## src/inc/lpm_consts.vh

```
`ifndef LPM_CONSTS_VH
`define LPM_CONSTS_VH
// ==========================================
// Register map (offsets of our own)
`define ADDR_SYSCTL1 4'h0
`define ADDR_SYSCTL2 4'h1
// ==========================================
// System control one fields
`define SC1_STBY_BIT 7
`define SC1_WAIT_HI 6
`define SC1_WAIT_LO 4
`define SC1_LSPD_BIT 3
`define SC1_RSVD 8'h07
// ==========================================
// System control two fields
`define SC2_NOISE_BIT 4
`define SC2_DIRECT_BIT 3
`define SC2_MSPD_BIT 2
`define SC2_DIV_HI 1
`define SC2_DIV_LO 0
`define SC2_RSVD 8'hE0
// ==========================================
// Power modes
`define MODE_ACTIVE_HI 3'h0
`define MODE_ACTIVE_MED 3'h1
`define MODE_SUBACTIVE 3'h2
`define MODE_SLEEP 3'h3
`define MODE_SUBSLEEP 3'h4
`define MODE_STANDBY 3'h5
`define MODE_WATCH 3'h6
// ==========================================
// Settling wait counts in states
`define WAIT_8K 18'h02000
`define WAIT_16K 18'h04000
`define WAIT_32K 18'h08000
`define WAIT_64K 18'h10000
`define WAIT_128K 18'h20000
// ==========================================
// Settling select codes; the top select bit forces the longest wait
`define WAIT_SEL_TOP 2
`define WAIT_CODE_8K 2'h0
`define WAIT_CODE_16K 2'h1
`define WAIT_CODE_32K 2'h2
// ==========================================
// Read bus value outside an answer cycle
`define RDATA_IDLE 8'h00
`endif

```

## src/design/low_power_mode_control.v

```verilog
// Contract
// With standby select clear, a sleep request in active mode enters sleep mode.
// With standby select clear, a sleep request in subactive mode enters subsleep mode.
// With standby select set, a sleep request in active mode enters standby or watch mode.
// With standby select set, a sleep request in subactive mode enters watch mode.
// The medium speed bit selects medium-speed active instead of high-speed active.
// A low speed bit runs the CPU from the subclock and a 3-bit field picks the settling wait.
`timescale 1ns/100ps
`default_nettype none
`include "lpm_consts.vh"
module low_power_mode_control (
	input wire clk,
	input wire rst,
	input wire [3:0] addr,
	input wire [7:0] wdata,
	input wire wr,
	input wire rd,
	output reg [7:0] rdata,
	input wire sleep_exec,
	input wire wake_event,
	input wire watch_timer_on,
	output reg [2:0] power_mode,
	output reg cpu_on_subclock,
	output reg [17:0] settle_states,
	output reg [1:0] subactive_div,
	output reg noise_sample_fast,
	output reg direct_transfer_on
);
	// ==========================================
	// Mode codes
	// Binary state codes, the same codes that leave on the mode output
	localparam [2:0] ST_ACTIVE_HI = `MODE_ACTIVE_HI;
	localparam [2:0] ST_ACTIVE_MED = `MODE_ACTIVE_MED;
	localparam [2:0] ST_SUBACTIVE = `MODE_SUBACTIVE;
	localparam [2:0] ST_SLEEP = `MODE_SLEEP;
	localparam [2:0] ST_SUBSLEEP = `MODE_SUBSLEEP;
	localparam [2:0] ST_STANDBY = `MODE_STANDBY;
	localparam [2:0] ST_WATCH = `MODE_WATCH;

	// ==========================================
	// Reset images
	// Writable bits clear at reset, so the image is the fixed-one mask
	localparam [7:0] SC1_RESET = `SC1_RSVD;
	localparam [7:0] SC2_RESET = `SC2_RSVD;
	// Bus value outside an answer cycle
	localparam [7:0] READ_IDLE = `RDATA_IDLE;

	// ==========================================
	// Register state
	// System control one fields
	reg software_standby_select;
	reg [2:0] standby_wait_sel;
	reg low_speed_cpu_clock_select;
	// System control two fields
	reg noise_sel;
	reg direct_on;
	reg medium_speed_select;
	reg [1:0] subactive_div_sel;

	// ==========================================
	// Next values
	// Register fields after this edge
	reg next_software_standby_select;
	reg [2:0] next_standby_wait_sel;
	reg next_low_speed_cpu_clock_select;
	reg next_noise_sel;
	reg next_direct_on;
	reg next_medium_speed_select;
	reg [1:0] next_subactive_div_sel;
	// Bus answer and mode
	reg [7:0] next_rdata;
	reg [2:0] next_mode;
	reg [2:0] run_mode;
	// Output copies
	reg next_cpu_on_subclock;
	reg [17:0] next_settle_states;
	reg [1:0] next_subactive_div;
	reg next_noise_sample_fast;
	reg next_direct_transfer_on;

	// ==========================================
	// Helper functions
	// Address decode, shared by the write and read paths
	function hit_sysctl1;
		input [3:0] a;
		begin
			hit_sysctl1 = (a == `ADDR_SYSCTL1);
		end
	endfunction

	function hit_sysctl2;
		input [3:0] a;
		begin
			hit_sysctl2 = (a == `ADDR_SYSCTL2);
		end
	endfunction

	// Wait count from the select field; top bit set means longest wait
	function [17:0] wait_count;
		input [2:0] sel;
		begin
			if (sel[`WAIT_SEL_TOP]) wait_count = `WAIT_128K;
			else if (sel[1:0] == `WAIT_CODE_8K) wait_count = `WAIT_8K;
			else if (sel[1:0] == `WAIT_CODE_16K) wait_count = `WAIT_16K;
			else if (sel[1:0] == `WAIT_CODE_32K) wait_count = `WAIT_32K;
			else wait_count = `WAIT_64K;
		end
	endfunction

	// Awake flavour chosen by the speed bits; low speed outranks medium
	function [2:0] awake_mode;
		input lspd;
		input mspd;
		begin
			if (lspd) awake_mode = ST_SUBACTIVE;
			else if (mspd) awake_mode = ST_ACTIVE_MED;
			else awake_mode = ST_ACTIVE_HI;
		end
	endfunction

	// Destination of a sleep request taken in an awake mode
	function [2:0] sleep_target;
		input [2:0] mode;
		input stby;
		input watch_on;
		begin
			if (mode == ST_SUBACTIVE) begin
				if (!stby) sleep_target = ST_SUBSLEEP;
				else sleep_target = ST_WATCH;
			end else begin
				if (!stby) sleep_target = ST_SLEEP;
				else if (watch_on) sleep_target = ST_WATCH;
				else sleep_target = ST_STANDBY;
			end
		end
	endfunction

	// Read image of system control one; fixed bits read as one
	function [7:0] pack_sysctl1;
		input stby;
		input [2:0] wsel;
		input lspd;
		begin
			pack_sysctl1 = `SC1_RSVD;
			pack_sysctl1[`SC1_STBY_BIT] = stby;
			pack_sysctl1[`SC1_WAIT_HI:`SC1_WAIT_LO] = wsel;
			pack_sysctl1[`SC1_LSPD_BIT] = lspd;
		end
	endfunction

	// Read image of system control two; fixed bits read as one
	function [7:0] pack_sysctl2;
		input noise;
		input direct;
		input mspd;
		input [1:0] div;
		begin
			pack_sysctl2 = `SC2_RSVD;
			pack_sysctl2[`SC2_NOISE_BIT] = noise;
			pack_sysctl2[`SC2_DIRECT_BIT] = direct;
			pack_sysctl2[`SC2_MSPD_BIT] = mspd;
			pack_sysctl2[`SC2_DIV_HI:`SC2_DIV_LO] = div;
		end
	endfunction

	// ==========================================
	// Register writes
	// Decode one write; any other address leaves every field alone
	always @* begin
		next_software_standby_select = software_standby_select;
		next_standby_wait_sel = standby_wait_sel;
		next_low_speed_cpu_clock_select = low_speed_cpu_clock_select;
		next_noise_sel = noise_sel;
		next_direct_on = direct_on;
		next_medium_speed_select = medium_speed_select;
		next_subactive_div_sel = subactive_div_sel;
		if (wr) begin
			if (hit_sysctl1(addr)) begin
				next_software_standby_select = wdata[`SC1_STBY_BIT];
				next_standby_wait_sel = wdata[`SC1_WAIT_HI:`SC1_WAIT_LO];
				next_low_speed_cpu_clock_select = wdata[`SC1_LSPD_BIT];
			end else if (hit_sysctl2(addr)) begin
				next_noise_sel = wdata[`SC2_NOISE_BIT];
				next_direct_on = wdata[`SC2_DIRECT_BIT];
				next_medium_speed_select = wdata[`SC2_MSPD_BIT];
				next_subactive_div_sel = wdata[`SC2_DIV_HI:`SC2_DIV_LO];
			end
		end
	end

	// System control one fields
	always @(posedge clk or posedge rst) begin
		if (rst) begin
			software_standby_select <= SC1_RESET[`SC1_STBY_BIT];
			standby_wait_sel <= SC1_RESET[`SC1_WAIT_HI:`SC1_WAIT_LO];
			low_speed_cpu_clock_select <= SC1_RESET[`SC1_LSPD_BIT];
		end else begin
			software_standby_select <= next_software_standby_select;
			standby_wait_sel <= next_standby_wait_sel;
			low_speed_cpu_clock_select <= next_low_speed_cpu_clock_select;
		end
	end

	// System control two fields
	always @(posedge clk or posedge rst) begin
		if (rst) begin
			noise_sel <= SC2_RESET[`SC2_NOISE_BIT];
			direct_on <= SC2_RESET[`SC2_DIRECT_BIT];
			medium_speed_select <= SC2_RESET[`SC2_MSPD_BIT];
			subactive_div_sel <= SC2_RESET[`SC2_DIV_HI:`SC2_DIV_LO];
		end else begin
			noise_sel <= next_noise_sel;
			direct_on <= next_direct_on;
			medium_speed_select <= next_medium_speed_select;
			subactive_div_sel <= next_subactive_div_sel;
		end
	end

	// ==========================================
	// Register reads
	// Answer stands one cycle only; idle and unmapped cycles read zero
	always @* begin
		next_rdata = READ_IDLE;
		if (rd) begin
			if (hit_sysctl1(addr)) begin
				next_rdata = pack_sysctl1(software_standby_select, standby_wait_sel,
					low_speed_cpu_clock_select);
			end else if (hit_sysctl2(addr)) begin
				next_rdata = pack_sysctl2(noise_sel, direct_on, medium_speed_select,
					subactive_div_sel);
			end
		end
	end

	// Read data register
	always @(posedge clk or posedge rst) begin
		if (rst) begin
			rdata <= READ_IDLE;
		end else begin
			rdata <= next_rdata;
		end
	end

	// ==========================================
	// Mode sequencing
	// Awake modes follow the speed bits on the next edge; low-power modes hold until a wake
	always @* begin
		run_mode = awake_mode(low_speed_cpu_clock_select, medium_speed_select);
		next_mode = power_mode;
		case (power_mode)
			ST_ACTIVE_HI, ST_ACTIVE_MED, ST_SUBACTIVE: begin
				if (sleep_exec) begin
					next_mode = sleep_target(power_mode, software_standby_select,
						watch_timer_on);
				end else begin
					next_mode = run_mode;
				end
			end
			ST_SLEEP, ST_SUBSLEEP, ST_STANDBY, ST_WATCH: begin
				// Sleep requests are ignored while already asleep
				if (wake_event) begin
					next_mode = run_mode;
				end
			end
			default: begin
				// Unused code; fall back to the reset mode
				next_mode = ST_ACTIVE_HI;
			end
		endcase
	end

	// Mode register
	always @(posedge clk or posedge rst) begin
		if (rst) begin
			power_mode <= ST_ACTIVE_HI;
		end else begin
			power_mode <= next_mode;
		end
	end

	// ==========================================
	// Output copies
	// One register stage on every output keeps them glitch free
	always @* begin
		next_cpu_on_subclock = low_speed_cpu_clock_select;
		next_settle_states = wait_count(standby_wait_sel);
		next_subactive_div = subactive_div_sel;
		next_noise_sample_fast = noise_sel;
		next_direct_transfer_on = direct_on;
	end

	// Clock and wait outputs; the wait is a figure only, nothing counts it here
	always @(posedge clk or posedge rst) begin
		if (rst) begin
			cpu_on_subclock <= SC1_RESET[`SC1_LSPD_BIT];
			settle_states <= `WAIT_8K;
		end else begin
			cpu_on_subclock <= next_cpu_on_subclock;
			settle_states <= next_settle_states;
		end
	end

	// Divider, noise and transfer outputs
	always @(posedge clk or posedge rst) begin
		if (rst) begin
			subactive_div <= SC2_RESET[`SC2_DIV_HI:`SC2_DIV_LO];
			noise_sample_fast <= SC2_RESET[`SC2_NOISE_BIT];
			direct_transfer_on <= SC2_RESET[`SC2_DIRECT_BIT];
		end else begin
			subactive_div <= next_subactive_div;
			noise_sample_fast <= next_noise_sample_fast;
			direct_transfer_on <= next_direct_transfer_on;
		end
	end
endmodule // low_power_mode_control
`default_nettype wire

```

## config.mk

```make
export PLATFORM = sky130hd
export DESIGN_NAME = low_power_mode_control
export DESIGN_NICKNAME = d
export VERILOG_FILES = /design/src/design/low_power_mode_control.v
export VERILOG_INCLUDE_DIRS = /design/src /design/src/inc
export SDC_FILE = /design/constraint.sdc
export NUM_CORES = 1
export LEC_CHECK = 0
export BUFFER_PORTS_ARGS = -buffer_cell sky130_fd_sc_hd__buf_2
export CORE_MARGIN = 4
export CORE_UTILIZATION = 47
export CTS_CLUSTER_DIAMETER = 60
export DETAILED_ROUTE_END_ITERATION = 10
export GPL_ROUTABILITY_DRIVEN = 0
export PLACE_DENSITY = 0.78
export SYNTH_ARGS = -nofsm -noshare
export SYNTH_HDL_FRONTEND = slang
export SYNTH_SLANG_ARGS = --single-unit
```

## constraint.sdc

```tcl
create_clock -name clk -period 1.5 [get_ports clk]
set_input_delay 0.075 -clock clk [delete_from_list [all_inputs] [get_ports clk]]
set_output_delay 0.075 -clock clk [all_outputs]
set_load 0.005 [all_outputs]
```

# ---- Word level (Yosys, flattened, before mapping)
# Cells that the tools add are included.
dict set report totals {
  register_bits 44
  input_bits 19
  output_inout_bits 34
  word_cells 48
}
dict set report op_classes {
  n_eq_ne 10
  n_mux 16
  n_bitwise 1
  reduce_logical 7
}
# operator count
set op_table {}
lappend op_table {{two-way mux 17 bit} 3}
lappend op_table {{two-way mux 8 bit} 3}
lappend op_table {{two-way mux 18 bit} 1}
lappend op_table {{two-way mux 3 bit} 4}
lappend op_table {{equality test 3 bit (second input constant)} 3}
lappend op_table {{equality test 3 x 2 -> 1 bit (second input constant)} 2}
lappend op_table {{two-way mux 2 bit} 3}
lappend op_table {{case mux 3 bit (2 select lines)} 1}
lappend op_table {{equality test 4 x 1 -> 1 bit (second input constant)} 1}
lappend op_table {{logical NOT 4 bit} 1}
lappend op_table {{OR reduction 4 bit} 1}
lappend op_table {{equality test 3 x 1 -> 1 bit (second input constant)} 1}
lappend op_table {{logical NOT 3 bit} 1}
lappend op_table {{AND reduction 3 bit} 1}
lappend op_table {{OR reduction 3 bit} 1}
lappend op_table {{equality test 2 x 1 -> 1 bit (second input constant)} 1}
lappend op_table {{equality test 2 bit (second input constant)} 1}
lappend op_table {{logical NOT 2 bit} 1}
lappend op_table {{inequality test 2 bit (second input constant)} 1}
lappend op_table {{AND reduction 2 bit} 1}
lappend op_table {{two-way mux 1 bit} 1}
lappend op_table {{NOT 1 bit} 1}

# ---- Longest topological paths before layout
dict set report logic_depth {
  word_depth 5
  depth_mapped 4
  depth_no_buf 3
}

# ---- Worst setup path before layout
# Ideal clock, no wire load.
dict set report synth_path {
  path_kind {flip-flop to flip-flop}
  from {reg power_mode[0]}
  to {reg power_mode[1]}
  t_arrival_ns 1.001
  slack_ns 0.368
  stages_incl_launch_ff 4
  path_buffers 0
  synth_period_minus_slack_ns 1.132
  path_cell_list {dfrtp_1 -> or3_1 -> a21oi_1 -> a2111oi_2}
}
dict set report synth_between {
  elab_chain_len 4
  elab_cells_between_ends 13
}
# element line_no
set synth_lines {}
lappend synth_lines {{start, declared} low_power_mode_control.v:22} ;# output reg [2:0] power_mode,
lappend synth_lines {{start signal, assigned} low_power_mode_control.v:277} ;# power_mode <= next_mode;
lappend synth_lines {{equality test 3 x 2 -> 1 bit} n/a}
lappend synth_lines {{two-way mux 3 bit} low_power_mode_control.v:127} ;# if (mode == ST_SUBACTIVE) begin
lappend synth_lines {{two-way mux 3 bit} low_power_mode_control.v:252} ;# if (sleep_exec) begin
lappend synth_lines {{case mux 3 bit (2 select lines)} low_power_mode_control.v:250} ;# case (power_mode)
# Parallel ways exist; a longest one is shown, timed or not.
# A chain may end at the register's enable or synchronous reset.

# ---- Worst setup path in the final report
# Same ends and word-level chain as after synthesis.

==> metrics.yaml <==
timing.critical_path.from: "power_mode[0]"
synth.yosys.warnings: 0
vdd.ir_drop.worst_mv: 0.887
routed_wire_length_per_instance_um: 14.0
min_period_ns: 1.19
clock_insertion_delay_worst_skew_ns: 0.32
timing.critical_path.slowest_stage_cell: "sky130_fd_sc_hd__dfrtp_1"
setup.worst_path.end_class: "flip-flop"
start_util: 0.515
grt_overflow: 0
worst_slew_pin_slew_ns: 0.541
postRouteAntennaNets: 0
rr_worst_depth: 3
cp_cell_sequence: "or3_1, a21oi_1, a2111oi_2"
drt_wl_total_mm: 2.61
vias_per_cell: 4.82
cellLeakagePower_nw: 0.889
rows: 18
first_iter_violations: 32
fin_crit_sh: 0.791
max_cap_viol_count: 0
register_area_share_after_synthesis: 0.588
critical_path.n_buffers_inverters: 0
io-pin-count: 53
area_overhead_vs_synth_pct: 25.0
post_route_cells_drive_above_1_share: 0.382
rsz_0062_raised_after_global_routing: "no"
worstReg2RegStart: "power_mode[0]"
setup.worst_path.start_class: "flip-flop"
antenna_cells: 0
critPathTopFamily: "flip-flops"
cts_buffer_depth: 2
tritoncts_clock_tree: "yes"
grt_pass1_wl_mm: 4.07
timing.critical_path.slowest_cell_delay_ns: 0.43
detailroute.via_count: 902
worst-path-max-fanout: 6
dp_hpwl_mm: 1.95
die-height_um: 61.0
synth.ff_latch_count: 31
final_instance_count_without_filler_cells: 187
tritoncts.num_buffers: 5
cp_num_cells: 3
hold_path.startpoint: "wdata[3]"
crit_required_ns: 1.71
status: "complete, no violations"
worst-endpoint-arrival_ns: 1.39
maxSlewViolCount: 0
numPortBuffers: 39
power_density_nw_per_um2: 1330
finalSetupViolations: 0
antenna_violations_before_repair: 0
net_total_in_the_final_layout: 175
slew-limit-headroom: 0.639
first_pass_iters: 4
setup.worst_path.end: "power_mode[1]"
criticalPathCategory: "reg -> reg"
finalHoldViolCount: 0
worst_hold_path_type: "in -> reg"
crit-reg2reg-capture: "power_mode[1]"
maxClockFrequency_mhz: 842
groute.usage.overall: 0.157
cts.sinks: 31
regToRegSetupSlack_ns: 0.31
cts.root.buffer_cell: "sky130_fd_sc_hd__clkbuf_4"
cts-htree-levels: 2
die_area_um2: 3720
core_region_area_um2: 2570
clock-skew-final_ns: 0.00630
timing.setup.tns_ns: 0
synth_cell_type_count: 27
postSynthAreaPerCell_um2: 12.7
mappedNetlistArea_um2: 1320
number_of_global_route_vias_before_repair: 873
clk_pin_slew_worst_paths_ns: 0.09
placed_cells: 171
drcViolationCount: 0
die_x_um: 61.0
pin_count_of_the_biggest_net_entering_global_routing: 20
postCtsSetupBuffers: 0
gate_count_post_synth: 104
worst min path at each step:
stage,end,depth (start not counted),slack [ns]
after floorplan,awake_mode.lspd,1,0.18
after global placement,rdata[5],2,0.13
after detailed placement,rdata[5],2,0.14
after CTS,awake_mode.lspd,2,0.006
after global routing,awake_mode.lspd,2,0.01
final,awake_mode.lspd,2,0.02
registers in the layout (all words and copies together), names as in the netlist, 2 cells and up:
register and cells:
next_subactive_div 2, rdata 8, settle_states 5, subactive_div 2, standby_wait_sel 3, power_mode 3
worst reg2reg max path: cells and delay by family, from the launching register on:
family | cells | cell delay [ns]
AOI/OAI and AO/OA | 2 | 0.27
DFF | 1 | 0.43
and+or+nand+nor | 1 | 0.38
through the flow:
step	power (W)	setup slack, ns	hold slack (ns)	area (um2)	util
finish	0.00220	0.313	0.0221	1650	0.643
global route	0.00235	0.274	0.0104	1650	0.643
CTS	0.00222	0.316	0.00641	1650	0.643
detailed placement	0.00167	0.239	0.140	1500	0.585
global placement	0.00164	0.306	0.126	1500	0.585
floorplan	0.00148	0.368	0.178	1370	-
synthesized netlist by cell type:
cell	n	area, um2
sky130_fd_sc_hd__o21ai_0	2	10.0
sky130_fd_sc_hd__a21oi_1	5	25.0
sky130_fd_sc_hd__conb_1	1	3.75
sky130_fd_sc_hd__o211a_1	2	20.0
sky130_fd_sc_hd__nand2_1	3	11.3
sky130_fd_sc_hd__o2111ai_1	1	8.76
sky130_fd_sc_hd__a2111oi_2	1	15.0
sky130_fd_sc_hd__buf_6	1	11.3
sky130_fd_sc_hd__or3_1	1	6.26
sky130_fd_sc_hd__dfstp_2	1	26.3
sky130_fd_sc_hd__nor2b_1	1	6.26
sky130_fd_sc_hd__nor3b_1	4	30.0
sky130_fd_sc_hd__and3b_1	2	17.5
sky130_fd_sc_hd__nor3_4	1	16.3
sky130_fd_sc_hd__mux2_2	5	56.3
sky130_fd_sc_hd__nand2b_1	1	6.26
sky130_fd_sc_hd__o22ai_1	1	6.26
sky130_fd_sc_hd__o21a_1	1	7.51
sky130_fd_sc_hd__xnor2_1	1	8.76
sky130_fd_sc_hd__nor2_1	8	30.0
sky130_fd_sc_hd__buf_4	14	105
sky130_fd_sc_hd__nor3_1	1	5.00
sky130_fd_sc_hd__dfrtp_1	30	751
sky130_fd_sc_hd__mux2_4	5	75.1
sky130_fd_sc_hd__mux2i_1	3	30.0
sky130_fd_sc_hd__inv_1	6	22.5
sky130_fd_sc_hd__nand3_1	2	10.0
what timing repair did:
item	4_1_cts	5_1_grt
endpoints found under the hold margin	19	0
setup endpoints to repair	0	0
resized for setup	0	0
hold buffers	8	0
power by group:
group          internal (W)  switching [W]  total (W)
sequential          0.00100       0.000143    0.00115
combinational      0.000293       0.000222   0.000516
clock              0.000276       0.000258   0.000533
cell families (layout without fill, tap and decap cells):
kind of cell / after synthesis / in the layout / share of synthesized area
other cells: 1 / 13 / 0.00284
xor+xnor: 1 / 1 / 0.00663
flops: 31 / 31 / 0.588
buf+inv: 21 / 62 / 0.105
simple gates: 24 / 24 / 0.105
mux: 13 / 13 / 0.122
compound gates: 13 / 13 / 0.0701
area by class of cell:
type	count	area [um2]
Timing Repair Buffer	48	295
Sequential cell	31	777
Inverter	6	22.5
Fill cell	208	916
Tap cell	30	37.5
Multi-Input combinational cell	64	450
Clock buffer	8	68.8
cell usage in the layout (no fill, tap or decap), drive strengths merged, types with 3 or more instances in the layout:
master	instances
mux2	10
nor3b	4
conb	13
nand2	3
clkbuf	8
dlygate4sd3	8
mux2i	3
inv	6
buf	40
dfrtp	30
nor2	8
a21oi	5
per-layer routing:
layer,track usage,part of all wire
met2,0.258,0.50
met5,0,0
met3,0.0608,0.077
met1,0.179,0.40
met4,0.0743,0.016
No activity file was read; power rests on OpenSTA's default activity.
